<file path="src/rtl/pdp_consts.vh">
// constants for the phy mac-facing data port
`ifndef PDP_CONSTS_VH
`define PDP_CONSTS_VH

// interface-select strap codes
`define PDP_STRAP_W        3
`define PDP_STRAP_MII      3'h0
`define PDP_STRAP_RMII     3'h1

// clock rates in hz
`define PDP_CLK_HZ         25000000
`define PDP_RATE10_HZ      2500000
`define PDP_RATE100_HZ     25000000

// cycles of clk per nibble or di-bit period at each speed
`define PDP_PER10_CYC      (`PDP_CLK_HZ / `PDP_RATE10_HZ)
`define PDP_PER100_CYC     (`PDP_CLK_HZ / `PDP_RATE100_HZ)
`define PDP_HALF10_CYC     (`PDP_PER10_CYC / 2)

// period counter width
`define PDP_CNT_W          4

// data widths
`define PDP_NIB_W          4
`define PDP_DIBIT_W        2

// transmit fifo shape
`define PDP_FIFO_DEPTH     8
`define PDP_FIFO_AW        3

// idle values
`define PDP_IDLE_NIB       4'h0
`define PDP_IDLE_DIBIT     2'h0

`endif

</file>
<file path="src/rtl/pdp_port.v">
// mii / rmii data port with transmit fifo
`include "pdp_consts.vh"

// ----------------------------------------------------------------
// synchronous fifo
// ----------------------------------------------------------------
module pdp_fifo #(
  parameter WIDTH = `PDP_NIB_W,
  parameter DEPTH = `PDP_FIFO_DEPTH,
  parameter AW    = `PDP_FIFO_AW
) (
  input  wire             clk,
  input  wire             rstn,
  input  wire             in_valid,
  output wire             in_ready,
  input  wire [WIDTH-1:0] in_data,
  output wire             out_valid,
  input  wire             out_ready,
  output wire [WIDTH-1:0] out_data
);
  reg [WIDTH-1:0] mem_q [0:DEPTH-1];
  reg [AW-1:0]    wr_q;
  reg [AW-1:0]    rd_q;
  reg [AW:0]      cnt_q;
  wire            push;
  wire            pop;

  assign in_ready  = (cnt_q != DEPTH[AW:0]);
  assign out_valid = (cnt_q != {(AW+1){1'b0}});
  assign out_data  = mem_q[rd_q];
  assign push      = in_valid & in_ready;
  assign pop       = out_valid & out_ready;

  always @(posedge clk) begin
    if (push) begin
      mem_q[wr_q] <= in_data;
    end
  end

  always @(posedge clk) begin
    if (!rstn) begin
      wr_q  <= {AW{1'b0}};
      rd_q  <= {AW{1'b0}};
      cnt_q <= {(AW+1){1'b0}};
    end else begin
      if (push) begin
        wr_q <= wr_q + 1'b1;
      end
      if (pop) begin
        rd_q <= rd_q + 1'b1;
      end
      if (push & ~pop) begin
        cnt_q <= cnt_q + 1'b1;
      end else if (pop & ~push) begin
        cnt_q <= cnt_q - 1'b1;
      end
    end
  end
endmodule

// ----------------------------------------------------------------
// data port top
// ----------------------------------------------------------------
// Overview of operation
// mii transmit clock runs continuously, 2.5mhz at 10mbps, 25mhz at 100mbps.
// mac frames transmit enable from first preamble nibble to last nibble.
// mac changes enable and data only on the transmit clock.
// nibbles taken while enable high; data ignored while enable low.
// at 10mbps receive clock recovered with carrier, else from reference.
// at 100mbps receive clock recovered, from reference only when link down.
// receive clock 2.5mhz or 25mhz, times valid, data and error.
// at 10mbps receive valid rises on start-of-frame delimiter, holds to end.
// at 100mbps receive valid high from first preamble to last nibble.
// one nibble per receive clock while valid, all on that clock.
// symbol error raises receive error for at least one receive period.
// mac ignores receive error while receive valid is low.
// at 10mbps carrier sense rises on preamble, falls on end-of-frame.
// at 100mbps carrier rises on j/k, falls on t/r or bare idle.
// half duplex collision when transmit and receive both active.
// straps 000 with 25mhz source select mii mode.
// external-reference variant with straps 001 selects rmii.
// crystal variant with straps 001 selects rmii and drives reference out.
// mii uses separate nibble-wide transmit and receive groups.
// rmii uses di-bit transmit and receive paths on one reference.
// in rmii the upper two transmit data bits are tied low.
// rmii carrier/valid asserts asynchronously; data idle until decoded.
// in rmii the mac rebuilds collision from enable and carrier/valid.
// clock rates and collision follow the resolved speed and duplex.
module pdp_port (
  input  wire                      clk,
  input  wire                      rstn,
  input  wire [`PDP_STRAP_W-1:0]   cfg_strap,
  input  wire                      xtal_variant,
  input  wire                      link_up,
  input  wire                      speed100,
  input  wire                      full_duplex,
  input  wire                      line_rec_clk,
  input  wire                      line_carrier,
  input  wire                      line_rx_frame,
  input  wire                      line_rx_sfd,
  input  wire                      line_rx_pre,
  input  wire                      line_rx_eof,
  input  wire                      line_jk,
  input  wire                      line_tr,
  input  wire                      line_idle,
  input  wire                      line_rx_err,
  input  wire [`PDP_NIB_W-1:0]     line_rx_nib,
  output wire                      line_tx_active,
  output wire                      line_tx_valid,
  input  wire                      line_tx_ready,
  output wire [`PDP_NIB_W-1:0]     line_tx_nib,
  input  wire                      mac_tx_en,
  input  wire [`PDP_NIB_W-1:0]     mac_txd,
  output wire                      tx_clk_o,
  output wire                      rx_clk_o,
  output wire                      ref_clk_o,
  output wire                      rmii_mode,
  output wire                      tx_fifo_ready,
  output reg                       tx_overrun_q,
  output reg                       rx_dv_q,
  output reg  [`PDP_NIB_W-1:0]     rxd_q,
  output reg                       rx_er_q,
  output reg                       crs_q,
  output wire                      col,
  output wire                      crs_dv,
  output reg  [`PDP_DIBIT_W-1:0]   rmii_rxd_q
);
  // ----------------------------------------------------------------
  // strap capture
  // ----------------------------------------------------------------
  reg [`PDP_STRAP_W-1:0] strap_s1_q;
  reg [`PDP_STRAP_W-1:0] strap_s2_q;
  reg                    capt_done_q;
  reg                    rmii_q;
  reg                    xtal_s1_q;
  reg                    xtal_s2_q;
  reg                    xtal_q;

  always @(posedge clk) begin
    strap_s1_q <= cfg_strap;
    strap_s2_q <= strap_s1_q;
    xtal_s1_q  <= xtal_variant;
    xtal_s2_q  <= xtal_s1_q;
  end

  always @(posedge clk) begin
    if (!rstn) begin
      capt_done_q <= 1'b0;
      rmii_q      <= 1'b0;
      xtal_q      <= 1'b0;
    end else if (!capt_done_q) begin
      capt_done_q <= 1'b1;
      rmii_q      <= (strap_s2_q == `PDP_STRAP_RMII);
      xtal_q      <= xtal_s2_q;
    end
  end

  assign rmii_mode = rmii_q;
  // crystal variant drives the reference out in rmii
  assign ref_clk_o = (rmii_q & xtal_q) ? clk : 1'b0;

  // ----------------------------------------------------------------
  // link mode tracking and period timing
  // ----------------------------------------------------------------
  reg                  spd_q;
  reg                  dup_q;
  reg                  link_q;
  reg [`PDP_CNT_W-1:0] cnt_q;
  reg [`PDP_CNT_W-1:0] cnt_d;
  reg                  div_q;
  wire                 tick;
  localparam integer   LAST10 = `PDP_PER10_CYC - 1;
  localparam integer   MID10  = `PDP_HALF10_CYC - 1;

  always @(posedge clk) begin
    if (!rstn) begin
      spd_q  <= 1'b0;
      dup_q  <= 1'b0;
      link_q <= 1'b0;
    end else begin
      spd_q  <= speed100;
      dup_q  <= full_duplex;
      link_q <= link_up;
    end
  end

  assign tick = spd_q |
                (cnt_q == LAST10[`PDP_CNT_W-1:0]);

  always @* begin
    cnt_d = cnt_q + 1'b1;
    if (tick) begin
      cnt_d = {`PDP_CNT_W{1'b0}};
    end
  end

  always @(posedge clk) begin
    if (!rstn) begin
      cnt_q <= {`PDP_CNT_W{1'b0}};
      div_q <= 1'b0;
    end else begin
      cnt_q <= cnt_d;
      if (spd_q) begin
        div_q <= 1'b0;
      end else if (cnt_q == MID10[`PDP_CNT_W-1:0]) begin
        div_q <= 1'b1;
      end else if (tick) begin
        div_q <= 1'b0;
      end
    end
  end

  // reference-derived clock: clk at 100, divided by ten at 10
  wire ref_derived;
  assign ref_derived = spd_q ? clk : div_q;
  assign tx_clk_o    = ref_derived;

  // receive clock source selection
  wire use_rec;
  assign use_rec  = link_q & (spd_q | line_carrier);
  assign rx_clk_o = use_rec ? line_rec_clk : ref_derived;

  // ----------------------------------------------------------------
  // transmit path
  // ----------------------------------------------------------------
  reg                   half_q;
  reg [`PDP_DIBIT_W-1:0] low_q;
  reg                   push;
  reg [`PDP_NIB_W-1:0]  push_nib;
  wire                  fifo_in_ready;
  wire [`PDP_DIBIT_W-1:0] tx_dibit;

  assign tx_dibit = mac_txd[`PDP_DIBIT_W-1:0];

  always @* begin
    push     = 1'b0;
    push_nib = `PDP_IDLE_NIB;
    if (tick & mac_tx_en) begin
      if (!rmii_q) begin
        push     = 1'b1;
        push_nib = mac_txd;
      end else if (half_q) begin
        push     = 1'b1;
        push_nib = {tx_dibit, low_q};
      end
    end
  end

  always @(posedge clk) begin
    if (!rstn) begin
      half_q       <= 1'b0;
      low_q        <= `PDP_IDLE_DIBIT;
      tx_overrun_q <= 1'b0;
    end else begin
      if (!mac_tx_en) begin
        half_q <= 1'b0;
      end else if (tick & rmii_q) begin
        half_q <= ~half_q;
        low_q  <= tx_dibit;
      end
      if (push & ~fifo_in_ready) begin
        tx_overrun_q <= 1'b1;
      end else if (!mac_tx_en) begin
        tx_overrun_q <= 1'b0;
      end
    end
  end

  assign tx_fifo_ready  = fifo_in_ready;
  assign line_tx_active = mac_tx_en;

  pdp_fifo #(
    .WIDTH (`PDP_NIB_W),
    .DEPTH (`PDP_FIFO_DEPTH),
    .AW    (`PDP_FIFO_AW)
  ) u_tx_fifo (
    .clk       (clk),
    .rstn      (rstn),
    .in_valid  (push),
    .in_ready  (fifo_in_ready),
    .in_data   (push_nib),
    .out_valid (line_tx_valid),
    .out_ready (line_tx_ready),
    .out_data  (line_tx_nib)
  );

  // ----------------------------------------------------------------
  // receive path
  // ----------------------------------------------------------------
  reg  rx_dv_d;
  reg  crs_d;
  reg  err_pend_q;
  reg  rhalf_q;
  wire frame_on;

  assign frame_on = link_q & line_rx_frame;

  always @* begin
    if (spd_q) begin
      rx_dv_d = frame_on;
    end else begin
      rx_dv_d = frame_on & (line_rx_sfd | rx_dv_q);
    end
  end

  always @* begin
    crs_d = crs_q;
    if (!link_q) begin
      crs_d = 1'b0;
    end else if (spd_q) begin
      if (line_tr | (line_idle & crs_q)) begin
        crs_d = 1'b0;
      end else if (line_jk) begin
        crs_d = 1'b1;
      end
    end else begin
      if (line_rx_eof) begin
        crs_d = 1'b0;
      end else if (line_rx_pre) begin
        crs_d = 1'b1;
      end
    end
  end

  always @(posedge clk) begin
    if (!rstn) begin
      rx_dv_q    <= 1'b0;
      rxd_q      <= `PDP_IDLE_NIB;
      rx_er_q    <= 1'b0;
      crs_q      <= 1'b0;
      err_pend_q <= 1'b0;
      rhalf_q    <= 1'b0;
      rmii_rxd_q <= `PDP_IDLE_DIBIT;
    end else begin
      crs_q <= crs_d;
      // an error seen between ticks is held until the next period
      if (line_rx_err & frame_on) begin
        err_pend_q <= 1'b1;
      end else if (tick) begin
        err_pend_q <= 1'b0;
      end
      if (tick) begin
        rx_dv_q <= rx_dv_d;
        rxd_q   <= rx_dv_d ? line_rx_nib : `PDP_IDLE_NIB;
        rx_er_q <= rx_dv_d & (line_rx_err | err_pend_q);
        if (rmii_q & rx_dv_d) begin
          rhalf_q    <= ~rhalf_q;
          rmii_rxd_q <= rhalf_q ? line_rx_nib[3:2]
                                : line_rx_nib[1:0];
        end else begin
          rhalf_q    <= 1'b0;
          rmii_rxd_q <= `PDP_IDLE_DIBIT;
        end
      end
    end
  end

  // asynchronous carrier term for rmii
  assign crs_dv = rmii_q & link_q &
                  (line_carrier | rx_dv_q);

  // collision only in mii half duplex; rmii mac rebuilds it
  assign col = ~rmii_q & ~dup_q & mac_tx_en & crs_q;
endmodule

</file>
<file path="config.mk">
export PLATFORM = sky130hd
export DESIGN_NAME = pdp_port
export DESIGN_NICKNAME = d
export VERILOG_FILES = /design/src/rtl/pdp_port.v
export VERILOG_INCLUDE_DIRS = /design/src /design/src/rtl
export SDC_FILE = /design/constraint.sdc
export NUM_CORES = 1
export LEC_CHECK = 0
export CELL_PAD_IN_SITES_DETAIL_PLACEMENT = 2
export CELL_PAD_IN_SITES_GLOBAL_PLACEMENT = 2
export CORE_ASPECT_RATIO = 0.9
export CORE_MARGIN = 5
export CORE_UTILIZATION = 30
export CTS_CLUSTER_DIAMETER = 50
export DETAILED_ROUTE_END_ITERATION = 8
export DONT_BUFFER_PORTS = 1
export PLACE_DENSITY_LB_ADDON = 0.1
export SYNTH_ARGS = -nofsm -noshare
export SYNTH_HDL_FRONTEND = slang
export SYNTH_SLANG_ARGS = --single-unit
</file>
<file path="constraint.sdc">
create_clock -name clk -period 3.6 [get_ports clk]
set_input_delay 0.54 -clock clk [delete_from_list [all_inputs] [get_ports clk]]
set_output_delay 0.54 -clock clk [all_outputs]
set_load 0.01 [all_outputs]
</file>
Word-level counts from Yosys, hierarchy flattened
Memory sizes are Yosys's and may differ from the RTL's. A register that Yosys moved wholly into a read port is not among the register bits.
Cells that the tools add are included.
{"block": "word_totals", "in_bits": 29, "romBits": 0, "ramBits": 32, "ff_bits": 44, "latchBits": 0, "mem_count": 1, "elab_cells": 113}
{"block": "classes", "magnitude_cmp": 0, "n_div": 0, "eq_ne": 6, "n_reduce_logical": 11, "addsub": 5, "shifts": 0, "mul": 0, "n_bitwise": 34, "n_mux": 31}
{"memory": "u_tx_fifo.mem_q", "depth": 8, "word_bits": 4, "read_ports": 1, "rd_ports_with_merged_regs": 1, "wr": 1, "line_no": "pdp_port.v:21", "rtl": "reg [WIDTH-1:0] mem_q [0:DEPTH-1];"}
{"op": "2-to-1 mux 4 bit", "count": 6}
{"op": "2-to-1 mux 1 bit", "count": 21}
{"op": "bitwise AND 1 bit", "count": 20}
{"op": "adder 4 x 1 -> 4 bit (second input constant)", "count": 2}
{"op": "inverter 1 bit", "count": 8}
{"op": "AND reduction 2 bit", "count": 4}
{"op": "adder 3 x 1 -> 3 bit (second input constant)", "count": 2}
{"op": "2-to-1 mux 3 bit", "count": 2}
{"op": "bitwise OR 1 bit", "count": 6}
{"op": "nonzero test 2 bit", "count": 3}
{"op": "== test 4 x 3 -> 1 bit (second input constant)", "count": 1}
{"op": "== test 4 bit (second input constant)", "count": 1}
{"op": "2-to-1 mux 2 bit", "count": 2}
{"op": "!= test 4 bit (second input constant)", "count": 1}
{"op": "nonzero test 4 bit", "count": 1}
{"op": "OR reduction 2 bit", "count": 2}
{"op": "subtractor 4 x 1 -> 4 bit (second input constant)", "count": 1}
{"op": "== test 3 x 1 -> 1 bit (second input constant)", "count": 1}
{"op": "!= test 3 x 2 -> 1 bit (second input constant)", "count": 1}
{"op": "nonzero test 3 bit", "count": 1}
{"op": "!= test 2 x 1 -> 1 bit (second input constant)", "count": 1}

Longest topological paths before layout
{"block": "logic_depth", "ltp_word": 9, "depth_mapped": 12}

Hierarchy
A second synthesis with hierarchy kept.
{"block": "unflattened", "cells_unflattened": 256, "hier_area_um2": 3294.4}
{"mod": "pdp_fifo", "area_per_inst_um2": 1890.6, "cells_per_inst": 119, "n_inst": 1, "seq_area_each_um2": 1221.2}
{"mod": "pdp_port", "area_per_inst_um2": 1403.8, "cells_per_inst": 137, "n_inst": 1, "seq_area_each_um2": 680.7}

==> results.md <==
- Peak supply drop: approximately 0.00024 V
- Via Count: between 2000 and 2500
- Critical Path End: rx_clk_o
- PD cells: 674 nW/um^2
- Share of post-route cells with drive strength above 1: 14.9%
- Synthesized cell area: 3240 um^2
- Clk slew on worst S/H paths: 0.06 ns
- Post-CTS Hold Fix Bufs: 0
- Die area: 13000 um^2
- Clock Latency Late Sink: around 0.45 ns
- Synth top area share: 29.7%
- DIE WIDTH: 120 um
- Syn_nets: 305
- Largest net degree at the start of global routing: 39
- Num rows: 36
- Fillers: 1125
- Aggregate global routing overflow: 0
- Worst path max stage delay: 0.31 ns
- Worst reg-to-reg path cell count: 10
- Dpl cells: 387
- Vias in the first global route: about 2300
- Hpwl dp: 5260 um
- Actual slew at the worst max-slew pin: 0.895 ns
- Commonest cells in the netlist: dfxtp_1 (47), edfxtp_1 (32), nand2_1 (25)
- CP Capture Type: output port
- Drt wl/cell: 17.8 um
- All-layer global routing usage: 12.4%
- Status: finished, final reports clean
- # DRC: 0
- Initial antenna violation count: 0
- Synth warn: 0
- Crit Path Category: clk2out
- Worst Setup SP: clk
- Die Y: about 110 um
- CTS tree: built
- Design Power: 2.56 mW
- Core area: around 11000 um^2
- Post-DRT Antenna Nets: 0
- CP max-delay cell: mux2_2
- R2r endpoint: u_tx_fifo.cnt_q[3]
- RSZ-0062 raised after global routing: no
- Largest fanout on the critical path: 2
- Drt first pass iters: 4
- TNS Setup: 0 ns
- Worst Setup Start Kind: clock port
- Crit path cell chain: clkbuf_16, clkbuf_16, mux2_2, mux2_2
- Hold Crit Class: in2reg
- Ys async rst share: 0%
- Area delta synth->final: 17.0%
- Post-synthesis cell type count: 41
- Final Slew Violations: 0
- Nets: a little over 300
- Post-Synthesis Cells: 267
- Final Cell Area: between 3000 and 4000 um^2
- Max Cap Violations: 0
- Mean Syn Cell Area: 12.1 um^2
- Final WL: 7250 um
- Fin cells: 408
- LEAKAGE: 1.33 nW
- Seq/Total Area, Yosys: 58.7%
- Hold WS: 0.118 ns
- Final hold vios: 0
- Area leader, netlist: edfxtp_1
- Placed Area: 3350 um^2
- EDFF count, synth: 32
- Initial Utilization: 30.3%
- Setup Buffers After CTS: 0
- Slew Limit Headroom: 40.1%
- # resized after CTS: 0
- N_diodes: 0
- RR Startpoint: u_tx_fifo.cnt_q[0]
- Most frequent cell after synthesis: dfxtp_1
- Port bufs: 0
- Global-route wire length before repair: 12100 um
- IO Count: between 50 and 60
- Synth area leaders: edfxtp_1 (30%), dfxtp_1 (29%), mux4_2 (5.6%)
- Max Clock Skew: 0.00680 ns
- Avg Vias per Cell: 4.92
- Routability cong.: 0.662
- Worst EP required: 3.06 ns
- Finish-stage setup viols: 0
- Synth Flop Type: dfxtp_1
- Worst EP arrival: around 2.7 ns
- Seq cells post-synth: between 70 and 80
- 1st-iter DRT viols: 65
- FF-to-FF setup slack: 0.91 ns
[area by class of cell]
type / instances / area, um^2 / area share (%)
Tap cell: 133 / 166 / 4.39
Multi-Input combinational cell: 166 / 1250 / 32.9
Sequential cell: 79 / 1900 / 50.2
Inverter: 8 / 30.0 / 0.792
Clock inverter: 5 / 80.1 / 2.11
Timing Repair Buffer: 1 / 7.51 / 0.198
Clock buffer: 16 / 358 / 9.44
[per-stage QoR]
step,setup slack (ns),util [%]
after floorplan,0.677,-
after global placement,0.677,31.4
after detailed placement,0.677,31.4
after CTS,0.379,35.5
after global routing,0.372,35.5
final,0.398,35.5
[state kept, by name, indices dropped and copies added (netlist names), 2 cells and up, named ones only]
register / count
u_tx_fifo.cnt_q: 4
rxd_q: 4
low_q: 2
strap_s1_q: 3
u_tx_fifo.rd_q: 3
cnt_q: 4
u_tx_fifo.wr_q: 3
rmii_rxd_q: 2
strap_s2_q: 3
u_tx_fifo.mem_q: 32
[logic make-up (layout without fill, tap and decap cells)]
group                      count (synthesis)  count (layout)  share of synthesized area [%]
adders and majority gates                  9               9                           3.71
DFF                                       79              79                           58.7
muxes                                     21              21                           9.89
AOI/OAI and AO/OA                         34              34                           7.45
xor gates and xnor gates                   8               8                           2.16
and+or+nand+nor                           94              94                           15.3
buffers and inverters                     22              30                           2.82
[worst min-delay path by stage]
stage	slack [ns]	to	start	cells past startpoint
finish	0.12	strap_s1_q[1]	cfg_strap[1]	0
global route	0.1	strap_s1_q[1]	cfg_strap[1]	0
CTS	0.11	strap_s1_q[1]	cfg_strap[1]	0
detailed placement	0.31	xtal_s2_q	xtal_s1_q	0
global placement	0.31	strap_s2_q[0]	strap_s1_q[0]	0
floorplan	0.31	strap_s2_q[0]	strap_s1_q[0]	0
[report_power, final]
group | internal [mW] | leakage [nW] | switching, mW
logic | 0.153 | 0.423 | 0.132
clock network | 0.846 | 0.224 | 0.391
registers | 0.972 | 0.683 | 0.0621
total | 1.97 | 1.33 | 0.585
[worst max-delay path: cells and delay by family]
family                 cells  cell delay [ns]
buffers and inverters      2             0.26
muxes                      2             0.61
[layer usage]
| metal | vias to the layer above | part of all wire, % | global-route usage, % |
|---|---|---|---|
| li1 | 956 | - | - |
| met1 | 986 | 43 | 13.3 |
| met2 | 49 | 49 | 20.7 |
| met3 | 15 | 6.5 | 5.70 |
| met4 | 0 | 2.2 | 6.54 |
| met5 | - | 0 | 0 |
[cell usage in the layout (no fill, tap or decap), types with 2 or more instances in the layout]
cell type    n
a211oi_1     2
a21boi_0    11
a21oi_1     10
and2_1       9
and3_1       2
bufinv_16    2
clkbuf_1     2
clkbuf_16   14
clkinvlp_4   2
dfxtp_1     47
edfxtp_1    32
ha_1         8
inv_1        8
mux2_2       8
mux2i_1      5
mux4_2       8
nand2_1     25
nand2b_1     9
nand3_1     14
nand4_1      2
nor2_1      15
nor2b_1      4
nor3_1       3
nor4b_1      2
o21ai_0      5
or2_2        2
xnor2_1      7
Power figures use the tool's default switching activity.
